[src/hdl/tpc_map.vh]
`ifndef TPC_MAP_VH
`define TPC_MAP_VH

// Register byte addresses on the AXI4-Lite slave, one aligned word each.
`define TPC_ADDR_STATUS_CTRL 8'h00
`define TPC_ADDR_COUNT_HIGH 8'h04
`define TPC_ADDR_COUNT_LOW 8'h08
`define TPC_ADDR_MODULO_HIGH 8'h0c
`define TPC_ADDR_MODULO_LOW 8'h10

// Field positions in the status/control register.
`define TPC_BIT_OVF_FLAG 7
`define TPC_BIT_OVF_IRQ_EN 6
`define TPC_BIT_CENTER_SEL 5
`define TPC_CLKSRC_HI 4
`define TPC_CLKSRC_LO 3
`define TPC_PRESCALE_HI 2
`define TPC_PRESCALE_LO 0

// Clock source field encodings.
`define TPC_CLKSRC_NONE 2'h0
`define TPC_CLKSRC_BUS 2'h1
`define TPC_CLKSRC_FIXED 2'h2
`define TPC_CLKSRC_EXT 2'h3

// Reset values and the full-range count limit.
`define TPC_RST_STATUS_CTRL 8'h00
`define TPC_RST_COUNT 16'h0000
`define TPC_RST_MODULO 16'h0000
`define TPC_COUNT_TOP 16'hffff

// AXI response codes.
`define TPC_RESP_OKAY 2'h0
`define TPC_RESP_SLVERR 2'h2

// Timing: synchroniser depth in bus clock cycles before edge detection.
`define TPC_SYNC_STAGES 2

`endif

[src/hdl/tpc_clk_source.v]
`timescale 1ns/1ps
`include "tpc_map.vh"

module tpc_clk_source (
  input wire clk,
  input wire rst,
  input wire ce,
  input wire [1:0] sel,
  input wire fixed_clk_in,
  input wire ext_clk_in,
  output reg src_tick
);

  reg [1:0] fixed_sync_q;
  reg [1:0] ext_sync_q;
  reg fixed_prev_q;
  reg ext_prev_q;

  // Both slow clocks are sampled by the bus clock; only the second stage feeds edge detection.
  always @(posedge clk) begin
    if (rst) begin
      fixed_sync_q <= 2'h0;
      ext_sync_q <= 2'h0;
      fixed_prev_q <= 1'b0;
      ext_prev_q <= 1'b0;
    end else if (ce) begin
      fixed_sync_q <= {fixed_sync_q[0], fixed_clk_in};
      ext_sync_q <= {ext_sync_q[0], ext_clk_in};
      fixed_prev_q <= fixed_sync_q[1];
      ext_prev_q <= ext_sync_q[1];
    end
  end

  // Each rising edge of a slow source counts once; the bus source ticks every cycle.
  always @* begin
    case (sel)
      `TPC_CLKSRC_BUS: src_tick = 1'b1;
      `TPC_CLKSRC_FIXED: src_tick = fixed_sync_q[1] & ~fixed_prev_q;
      `TPC_CLKSRC_EXT: src_tick = ext_sync_q[1] & ~ext_prev_q;
      default: src_tick = 1'b0;
    endcase
  end

endmodule // tpc_clk_source

[src/hdl/tpc_prescaler.v]
`timescale 1ns/1ps

module tpc_prescaler #(
  parameter PS_WIDTH = 3
) (
  input wire clk,
  input wire rst,
  input wire ce,
  input wire clear,
  input wire src_tick,
  input wire [PS_WIDTH-1:0] ps,
  output wire tick
);

  localparam DIV_WIDTH = (1 << PS_WIDTH) - 1;

  reg [DIV_WIDTH-1:0] div_q;
  wire [DIV_WIDTH-1:0] mask;

  genvar i;
  generate
    for (i = 0; i < DIV_WIDTH; i = i + 1) begin : g_mask
      assign mask[i] = (i < ps);
    end
  endgenerate

  // Divide by two to the power of ps: the tick fires when the low ps bits are all ones.
  assign tick = src_tick & ((div_q & mask) == mask);

  // The divider sits after source selection, so it applies to any source.
  always @(posedge clk) begin
    if (rst) begin
      div_q <= {DIV_WIDTH{1'b0}};
    end else if (ce) begin
      if (clear) begin
        div_q <= {DIV_WIDTH{1'b0}};
      end else if (src_tick) begin
        div_q <= div_q + {{(DIV_WIDTH-1){1'b0}}, 1'b1};
      end
    end
  end

endmodule // tpc_prescaler

[src/hdl/tpc_timer_core.v]
// The register offsets and register access over AXI4-Lite were left to the implementer.
`timescale 1ns/1ps
`include "tpc_map.vh"

module tpc_timer_core (
  input wire SYS_CLK,
  input wire RST,
  input wire CLK_EN,
  input wire DEBUG_ACTIVE,
  input wire FIXED_CLK_IN,
  input wire EXT_CLK_IN,
  input wire [7:0] S_AXI_AWADDR,
  input wire S_AXI_AWVALID,
  output reg S_AXI_AWREADY,
  input wire [31:0] S_AXI_WDATA,
  input wire [3:0] S_AXI_WSTRB,
  input wire S_AXI_WVALID,
  output reg S_AXI_WREADY,
  output reg [1:0] S_AXI_BRESP,
  output reg S_AXI_BVALID,
  input wire S_AXI_BREADY,
  input wire [7:0] S_AXI_ARADDR,
  input wire S_AXI_ARVALID,
  output reg S_AXI_ARREADY,
  output reg [31:0] S_AXI_RDATA,
  output reg [1:0] S_AXI_RRESP,
  output reg S_AXI_RVALID,
  input wire S_AXI_RREADY,
  output reg OVF_IRQ,
  output reg [15:0] COUNT_VALUE,
  output reg CENTER_ALIGNED
);

  localparam CNT_WIDTH = 16;

  // Status/control fields and counter state.
  reg ovf_flag_q;
  reg ovf_flag_d;
  reg ovf_irq_en_q;
  reg center_sel_q;
  reg [1:0] clk_src_q;
  reg [2:0] prescale_q;
  reg clear_armed_q;
  reg clear_armed_d;
  reg count_down_q;
  reg [CNT_WIDTH-1:0] modulo_q;
  reg [7:0] mod_high_buf_q;
  reg [7:0] mod_low_buf_q;
  reg mod_high_seen_q;
  reg mod_low_seen_q;
  reg mod_pending_q;
  reg [CNT_WIDTH-1:0] cnt_latch_q;
  reg latched_q;
  reg latch_first_high_q;

  // Bus write channel holding state.
  reg [7:0] aw_addr_q;
  reg aw_held_q;
  reg [31:0] w_data_q;
  reg [3:0] w_strb_q;
  reg w_held_q;

  wire src_tick;
  wire timer_tick;
  wire [CNT_WIDTH-1:0] count_top;
  wire at_top;
  wire wr_fire;
  wire wr_lane0;
  wire rd_fire;
  wire wr_status;
  wire wr_count;
  wire wr_mod_high;
  wire wr_mod_low;
  wire rd_status;
  wire rd_count_high;
  wire rd_count_low;
  wire cnt_run;
  wire ovf_raw;
  wire ovf_event;
  wire [7:0] status_word;

  tpc_clk_source u_clk_source (
    .clk(SYS_CLK),
    .rst(RST),
    .ce(CLK_EN),
    .sel(clk_src_q),
    .fixed_clk_in(FIXED_CLK_IN),
    .ext_clk_in(EXT_CLK_IN),
    .src_tick(src_tick)
  );

  tpc_prescaler #(
    .PS_WIDTH(3)
  ) u_prescaler (
    .clk(SYS_CLK),
    .rst(RST),
    .ce(CLK_EN),
    .clear(wr_count),
    .src_tick(src_tick),
    .ps(prescale_q),
    .tick(timer_tick)
  );

  // A write happens once both address and data are held and no response is pending.
  assign wr_fire = aw_held_q & w_held_q & ~S_AXI_BVALID;
  assign wr_lane0 = w_strb_q[0];
  assign rd_fire = S_AXI_ARVALID & S_AXI_ARREADY;

  assign wr_status = wr_fire & wr_lane0 & (aw_addr_q == `TPC_ADDR_STATUS_CTRL);
  assign wr_count = wr_fire & wr_lane0 &
    ((aw_addr_q == `TPC_ADDR_COUNT_HIGH) | (aw_addr_q == `TPC_ADDR_COUNT_LOW));
  assign wr_mod_high = wr_fire & wr_lane0 & (aw_addr_q == `TPC_ADDR_MODULO_HIGH);
  assign wr_mod_low = wr_fire & wr_lane0 & (aw_addr_q == `TPC_ADDR_MODULO_LOW);
  assign rd_status = rd_fire & ({S_AXI_ARADDR[7:2], 2'h0} == `TPC_ADDR_STATUS_CTRL);
  assign rd_count_high = rd_fire & ({S_AXI_ARADDR[7:2], 2'h0} == `TPC_ADDR_COUNT_HIGH);
  assign rd_count_low = rd_fire & ({S_AXI_ARADDR[7:2], 2'h0} == `TPC_ADDR_COUNT_LOW);

  // Modulo zero disables the limit and lets the counter use its full range.
  assign count_top = (modulo_q == `TPC_RST_MODULO) ? `TPC_COUNT_TOP : modulo_q;
  assign at_top = (COUNT_VALUE == count_top);

  // Source none leaves the tick low, so the timer is disabled.
  // Debug mode holds the counter where it stood at entry.
  assign cnt_run = timer_tick & ~DEBUG_ACTIVE & ~wr_count;

  // Up mode overflows on the roll to zero; centre mode on the turn downward.
  assign ovf_raw = cnt_run & at_top & ~count_down_q;
  // A half-written modulo suppresses the overflow flag and its interrupt.
  assign ovf_event = ovf_raw & ~mod_pending_q;

  assign status_word = {ovf_flag_q, ovf_irq_en_q, center_sel_q, clk_src_q, prescale_q};

  // Flag clear sequence; a set in the same cycle as the clearing write wins.
  always @* begin
    ovf_flag_d = ovf_flag_q;
    clear_armed_d = clear_armed_q;
    if (rd_status & ovf_flag_q) begin
      clear_armed_d = 1'b1;
    end
    if (wr_status & ~w_data_q[`TPC_BIT_OVF_FLAG] & clear_armed_q) begin
      ovf_flag_d = 1'b0;
      clear_armed_d = 1'b0;
    end
    // Writing a one to the flag falls through here with no effect.
    if (ovf_event) begin
      ovf_flag_d = 1'b1;
      clear_armed_d = 1'b0;
    end
  end

  // Status/control register, interrupt and mode outputs.
  always @(posedge SYS_CLK) begin
    if (RST) begin
      ovf_flag_q <= 1'b0;
      clear_armed_q <= 1'b0;
      ovf_irq_en_q <= 1'b0;
      center_sel_q <= 1'b0;
      clk_src_q <= `TPC_CLKSRC_NONE;
      prescale_q <= 3'h0;
      OVF_IRQ <= 1'b0;
      CENTER_ALIGNED <= 1'b0;
    end else if (CLK_EN) begin
      ovf_flag_q <= ovf_flag_d;
      clear_armed_q <= clear_armed_d;
      if (wr_status) begin
        ovf_irq_en_q <= w_data_q[`TPC_BIT_OVF_IRQ_EN];
        center_sel_q <= w_data_q[`TPC_BIT_CENTER_SEL];
        clk_src_q <= w_data_q[`TPC_CLKSRC_HI:`TPC_CLKSRC_LO];
        prescale_q <= w_data_q[`TPC_PRESCALE_HI:`TPC_PRESCALE_LO];
        OVF_IRQ <= ovf_flag_d & w_data_q[`TPC_BIT_OVF_IRQ_EN];
        CENTER_ALIGNED <= w_data_q[`TPC_BIT_CENTER_SEL];
      end else begin
        OVF_IRQ <= ovf_flag_d & ovf_irq_en_q;
      end
    end
  end

  // Counter: up-counting or up/down in centre-aligned mode.
  always @(posedge SYS_CLK) begin
    if (RST) begin
      COUNT_VALUE <= `TPC_RST_COUNT;
      count_down_q <= 1'b0;
    end else if (CLK_EN) begin
      if (wr_count) begin
        COUNT_VALUE <= `TPC_RST_COUNT;
        count_down_q <= 1'b0;
      end else if (cnt_run) begin
        if (~center_sel_q) begin
          count_down_q <= 1'b0;
          if (at_top) begin
            COUNT_VALUE <= `TPC_RST_COUNT;
          end else begin
            COUNT_VALUE <= COUNT_VALUE + 16'h0001;
          end
        end else if (count_down_q) begin
          if (COUNT_VALUE == `TPC_RST_COUNT) begin
            count_down_q <= 1'b0;
            COUNT_VALUE <= 16'h0001;
          end else begin
            COUNT_VALUE <= COUNT_VALUE - 16'h0001;
          end
        end else if (at_top) begin
          count_down_q <= 1'b1;
          COUNT_VALUE <= COUNT_VALUE - 16'h0001;
        end else begin
          COUNT_VALUE <= COUNT_VALUE + 16'h0001;
        end
      end
    end
  end

  // Modulo register takes effect only once both bytes have been written.
  // Holding the first byte avoids a half-updated compare value mid-period.
  always @(posedge SYS_CLK) begin
    if (RST) begin
      modulo_q <= `TPC_RST_MODULO;
      mod_high_buf_q <= 8'h00;
      mod_low_buf_q <= 8'h00;
      mod_high_seen_q <= 1'b0;
      mod_low_seen_q <= 1'b0;
      mod_pending_q <= 1'b0;
    end else if (CLK_EN) begin
      if (wr_mod_high) begin
        mod_high_buf_q <= w_data_q[7:0];
        if (mod_low_seen_q) begin
          modulo_q <= {w_data_q[7:0], mod_low_buf_q};
          mod_low_seen_q <= 1'b0;
          mod_pending_q <= 1'b0;
        end else begin
          mod_high_seen_q <= 1'b1;
          mod_pending_q <= 1'b1;
        end
      end else if (wr_mod_low) begin
        mod_low_buf_q <= w_data_q[7:0];
        if (mod_high_seen_q) begin
          modulo_q <= {mod_high_buf_q, w_data_q[7:0]};
          mod_high_seen_q <= 1'b0;
          mod_pending_q <= 1'b0;
        end else begin
          mod_low_seen_q <= 1'b1;
          mod_pending_q <= 1'b1;
        end
      end
    end
  end

  // Counter read coherency: the first byte read snapshots both bytes.
  always @(posedge SYS_CLK) begin
    if (RST) begin
      cnt_latch_q <= `TPC_RST_COUNT;
      latched_q <= 1'b0;
      latch_first_high_q <= 1'b0;
    end else if (CLK_EN) begin
      if (wr_count | wr_status) begin
        latched_q <= 1'b0;
      end else if (~DEBUG_ACTIVE & (rd_count_high | rd_count_low)) begin
        if (~latched_q) begin
          cnt_latch_q <= COUNT_VALUE;
          latched_q <= 1'b1;
          latch_first_high_q <= rd_count_high;
        end else if (rd_count_high != latch_first_high_q) begin
          latched_q <= 1'b0;
        end
      end
      // In debug mode reads leave the latches untouched.
    end
  end

  // AXI4-Lite write channels: address and data accepted in either order.
  always @(posedge SYS_CLK) begin
    if (RST) begin
      aw_addr_q <= 8'h00;
      aw_held_q <= 1'b0;
      w_data_q <= 32'h00000000;
      w_strb_q <= 4'h0;
      w_held_q <= 1'b0;
      S_AXI_AWREADY <= 1'b0;
      S_AXI_WREADY <= 1'b0;
      S_AXI_BVALID <= 1'b0;
      S_AXI_BRESP <= `TPC_RESP_OKAY;
    end else if (CLK_EN) begin
      S_AXI_AWREADY <= ~aw_held_q & ~(S_AXI_AWVALID & S_AXI_AWREADY);
      S_AXI_WREADY <= ~w_held_q & ~(S_AXI_WVALID & S_AXI_WREADY);
      if (S_AXI_AWVALID & S_AXI_AWREADY) begin
        aw_addr_q <= {S_AXI_AWADDR[7:2], 2'h0};
        aw_held_q <= 1'b1;
      end
      if (S_AXI_WVALID & S_AXI_WREADY) begin
        w_data_q <= S_AXI_WDATA;
        w_strb_q <= S_AXI_WSTRB;
        w_held_q <= 1'b1;
      end
      if (wr_fire) begin
        aw_held_q <= 1'b0;
        w_held_q <= 1'b0;
        S_AXI_BVALID <= 1'b1;
        case (aw_addr_q)
          `TPC_ADDR_STATUS_CTRL, `TPC_ADDR_COUNT_HIGH, `TPC_ADDR_COUNT_LOW,
          `TPC_ADDR_MODULO_HIGH, `TPC_ADDR_MODULO_LOW: S_AXI_BRESP <= `TPC_RESP_OKAY;
          default: S_AXI_BRESP <= `TPC_RESP_SLVERR;
        endcase
      end else if (S_AXI_BVALID & S_AXI_BREADY) begin
        S_AXI_BVALID <= 1'b0;
        S_AXI_AWREADY <= 1'b1;
        S_AXI_WREADY <= 1'b1;
      end
    end
  end

  // AXI4-Lite read channel: one read in flight, data registered with the response.
  always @(posedge SYS_CLK) begin
    if (RST) begin
      S_AXI_ARREADY <= 1'b0;
      S_AXI_RVALID <= 1'b0;
      S_AXI_RDATA <= 32'h00000000;
      S_AXI_RRESP <= `TPC_RESP_OKAY;
    end else if (CLK_EN) begin
      if (rd_fire) begin
        S_AXI_ARREADY <= 1'b0;
        S_AXI_RVALID <= 1'b1;
        S_AXI_RRESP <= `TPC_RESP_OKAY;
        case ({S_AXI_ARADDR[7:2], 2'h0})
          `TPC_ADDR_STATUS_CTRL: S_AXI_RDATA <= {24'h000000, status_word};
          `TPC_ADDR_COUNT_HIGH: S_AXI_RDATA <= {24'h000000,
            latched_q ? cnt_latch_q[15:8] : COUNT_VALUE[15:8]};
          `TPC_ADDR_COUNT_LOW: S_AXI_RDATA <= {24'h000000,
            latched_q ? cnt_latch_q[7:0] : COUNT_VALUE[7:0]};
          `TPC_ADDR_MODULO_HIGH: S_AXI_RDATA <= {24'h000000, modulo_q[15:8]};
          `TPC_ADDR_MODULO_LOW: S_AXI_RDATA <= {24'h000000, modulo_q[7:0]};
          default: begin
            S_AXI_RDATA <= 32'h00000000;
            S_AXI_RRESP <= `TPC_RESP_SLVERR;
          end
        endcase
      end else if (S_AXI_RVALID & S_AXI_RREADY) begin
        S_AXI_RVALID <= 1'b0;
        S_AXI_ARREADY <= 1'b1;
      end else begin
        S_AXI_ARREADY <= ~S_AXI_RVALID;
      end
    end
  end

endmodule // tpc_timer_core

[config.mk]
export PLATFORM = sky130hd
export DESIGN_NAME = tpc_timer_core
export DESIGN_NICKNAME = d
export VERILOG_FILES = /design/src/hdl/tpc_clk_source.v /design/src/hdl/tpc_prescaler.v /design/src/hdl/tpc_timer_core.v
export VERILOG_INCLUDE_DIRS = /design/src /design/src/hdl
export SDC_FILE = /design/constraint.sdc
export NUM_CORES = 1
export LEC_CHECK = 0
export BUFFER_PORTS_ARGS = -buffer_cell sky130_fd_sc_hd__buf_2
export CELL_PAD_IN_SITES_DETAIL_PLACEMENT = 1
export CELL_PAD_IN_SITES_GLOBAL_PLACEMENT = 1
export CORE_MARGIN = 1
export CORE_UTILIZATION = 41
export CTS_CLUSTER_DIAMETER = 40
export DETAILED_ROUTE_END_ITERATION = 8
export GPL_TIMING_DRIVEN = 0
export PLACE_DENSITY = 0.78
export SYNTH_ARGS = -nofsm -noshare
export SYNTH_HDL_FRONTEND = slang
export SYNTH_SLANG_ARGS = --single-unit
[constraint.sdc]
create_clock -name SYS_CLK -period 3.6 [get_ports SYS_CLK]
set_input_delay 0.36 -clock SYS_CLK [delete_from_list [all_inputs] [get_ports SYS_CLK]]
set_output_delay 0.36 -clock SYS_CLK [all_outputs]
set_load 0.1 [all_outputs]
==> summary.txt <==
Cells and area
  • Layout cells sized above 1: 15.7%
  • Sequential Area: between 0.002 and 0.003 sq mm
  • Multi-input gate area: 0.00392 sq mm
  • Antenna diodes: 0
  • Filler cells: 1995
  • Area growth from synthesis to layout: 18.7%
  • Nets: around 1000

Timing
  • Min cycle time layout: 3.41 ns
  • WHS: 0.172 ns
  • Final hold viol count: 0
  • Peak Freq: just under 300 MHz
  • RSZ-0062 raised after global routing: no
  • Worst Tran Pin Value: 1.04 ns
  • Clk_skew: 0.00765 ns
  • Slew Viols, Final: 0
  • Slew HR: 30.3%
  • Setup-failing EPs final: 0
  • Final period util: 94.8%
  • Setup_tns: 0 ns

Drt
  • TritonRoute pass-1 iters: 5
  • Wire length per cell: 18.6 um
  • Post-Route WL: 22.2 mm
  • Drt initial violations: roughly 320
  • Total number of vias: 6671
  • Via-to-Cell Ratio: 5.59
  • Final ANT Viol Nets: 0
  • Residual DRC: 0

Power and ir drop
  • Total power: around 3.4 mW
  • LEAKAGE: 3.23 nW
  • Peak supply drop: approximately 0.32 mV
  • Pwr dens: 425 mW/mm^2

Yosys
  • Number of flops mapped to enable cells by yosys: 0
  • Main area contributors after synthesis: dfxtp_1, mux2i_1, nand2_1
  • XOR/XNOR share of the synthesized area: 3.72%
  • Seq/Total Area, Yosys: a little under two fifths
  • Adder-cell share of the synthesized area: 0.734%
  • Async set-or-reset flop fraction in the synthesized netlist: 0%
  • Post-Synth Simple-Gate Area: roughly a quarter
  • #FFs+latches synth: 125
  • Post-synth top area cell: dfxtp_1
  • Post-Synthesis Cell Area: 0.00682 sq mm
  • Synth Flop Type: dfxtp_1
  • Main combinational cell family by area after synthesis: simple AND/OR/NAND/NOR gates
  • Distinct cell type count after synthesis: 69
  • Synth top area share: 36.7%
  • Post-synthesis mux area share: a little under 9%
  • Post-synthesis compound-gate area fraction: between 10% and 20%
  • Post-Synthesis Cells: 859
  • Top cells by instance count after synthesis: dfxtp_1, nand2_1, nor2_1, a21oi_1, mux2i_1
  • Count leader, synth: dfxtp_1
  • Avg Inst Size Synth: around 7.9 sq um
  • Synth warn: 0

Placed design
  • Port bufs: slightly above 60
  • DPL Wire Length: 16.4 mm
  • GPL Wtd Cong: 0.895

Global route
  • Vias in the first global route: 6395
  • Gr ovfl total: 0
  • Pin count of the biggest net entering global routing: 17
  • Initial antenna violation count: 0
  • Tot GR Track Use: 26.8%
  • First-pass GRT wire length: between 30 and 40 mm

Floorplanning
  • I/O pins: 122
  • Die height: 131 um
  • Initial Util: 42.5%
  • Core Region: 0.0161 sq mm
  • Die Area: 0.0172 sq mm
  • Cell row count: 46
  • Die Width: 131 um

Clock tree
  • CTS max path bufs: 2
  • CTS clk-pin slew, worst paths: 0.06 ns
  • Num CTS Buffers: 17
  • Clk Latency, worst-skew pair: 0.42 ns
  • Root Buffer: clkbuf_16
  • Max H-tree Level: 4
  • CTS tree: yes
  • Clk sinks: 125

Status
  • Outcome: finished clean

Critical path
  • Worst path arrival time: 3.73 ns
  • Critical path, cell by cell: nor4_4 -> buf_2 -> a41oi_2 -> xnor2_1 -> nor4_1 -> nand4_1 -> and3_1 -> or4_4 -> o211ai_2 -> nand2_1
  • Slowest-stage cell, CP: or4_4
  • Critical path endpoint category: flip-flop
  • WP data required: 3.91 ns
  • Slowest cell delay on critical path: 0.53 ns
  • WS Path Type: flip-flop to flip-flop
  • Largest fanout on the critical path: 10
  • CP startpoint kind: flip-flop

Worst hold path
  • Worst hold path class: primary input to flip-flop

Run
  • Max cap viols: 0
-- area by class of cell --
type	instances	area share [%]
clock buffers	20	5.52
multi-input cells	658	48.4
plain buffers	89	5.93
well taps	216	3.34
flip-flops and latches	125	30.9
repair buffers	62	3.83
clock inverters	11	1.48
inverters	12	0.556
-- per-layer routing --
| metal | up-vias | routed length, um | track usage [%] |
|---|---|---|---|
| met2 | 185 | 10400 | 44.6 |
| li1 | 3218 | - | - |
| met5 | - | 0 | 0 |
| met1 | 3220 | 10100 | 34.0 |
| met4 | 0 | 712 | 12.0 |
| met3 | 48 | 927 | 4.52 |
-- stage by stage --
step	worst slack, ns	std cells	utilization, %	instance area (sq um)
6_report	0.188	1193	50.4	8100
5_1_grt	0.0832	1193	50.4	8100
3_5_place_dp	0.252	1162	46.7	7490
4_1_cts	0.103	1193	50.2	8060
2_1_floorplan	0.349	884	-	6910
3_3_place_gp	0.259	1162	46.7	7490
-- repair_timing --
item                                    in CTS  in global routing
resized for setup                            0                  4
hold endpoints to repair                     0                  0
endpoints found under the setup margin       0                  3
hold buffers                                 0                  0
setup buffers                                0                  0
-- worst max-delay path: cells and delay by family (launching register included) --
kind,cells,cell delay (ns)
xor+xnor,1,0.19
compound gates,2,0.30
buf+inv,1,0.31
flops,1,0.38
simple gates,6,2.15
-- final timing paths --
check | cells past startpoint | slack, ns | endpoint | start
worst max register to register | 10 | 0.19 | COUNT_VALUE[3] | modulo_q[14]
worst min register to register | 2 | 0.45 | mod_low_buf_q[6] | mod_low_buf_q[6]
worst max-delay path | 10 | 0.19 | COUNT_VALUE[3] | modulo_q[14]
worst min-delay path | 3 | 0.17 | w_strb_q[0] | S_AXI_WSTRB[0]
-- cell usage in the layout (no fill, tap or decap), drive strengths merged, types with 18 or more instances in the layout --
cell    netlist  layout
dfxtp       125     125
a211oi       20      20
nor4         18      18
nand3        18      18
mux2i        56      56
nand2       110     110
a21oi        78      78
conb          1      26
xnor2        22      22
buf          44     106
nor2        110     110
o21ai        38      38
clkbuf       45      65
nor3         39      39
-- logic make-up after synthesis --
logic type,Yosys count
compound gates,195
xor+xnor,29
fa+ha+maj,4
buf+inv,101
flops,125
mux,60
other cells,1
simple gates,344
-- sequential cells by signal, summed over array words and instances, names as in the netlist, 2 cells and up --
name / cells
u_clk_source.ext_sync_q: 2
cnt_latch_q: 16
mod_high_buf_q: 8
clk_src_q: 2
w_data_q: 8
S_AXI_RDATA: 8
aw_addr_q: 6
COUNT_VALUE: 16
modulo_q: 16
prescale_q: 3
mod_low_buf_q: 8
u_clk_source.fixed_sync_q: 2
u_prescaler.div_q: 7
-- report_power, final --
group | leakage (nW) | switching, mW | internal, mW
clock | 0.272 | 0.655 | 1.03
sequential | 1.01 | 0.0158 | 1.40
combinational | 1.95 | 0.274 | 0.0691
total | 3.23 | 0.945 | 2.50
(Power assumes the default switching activity.)
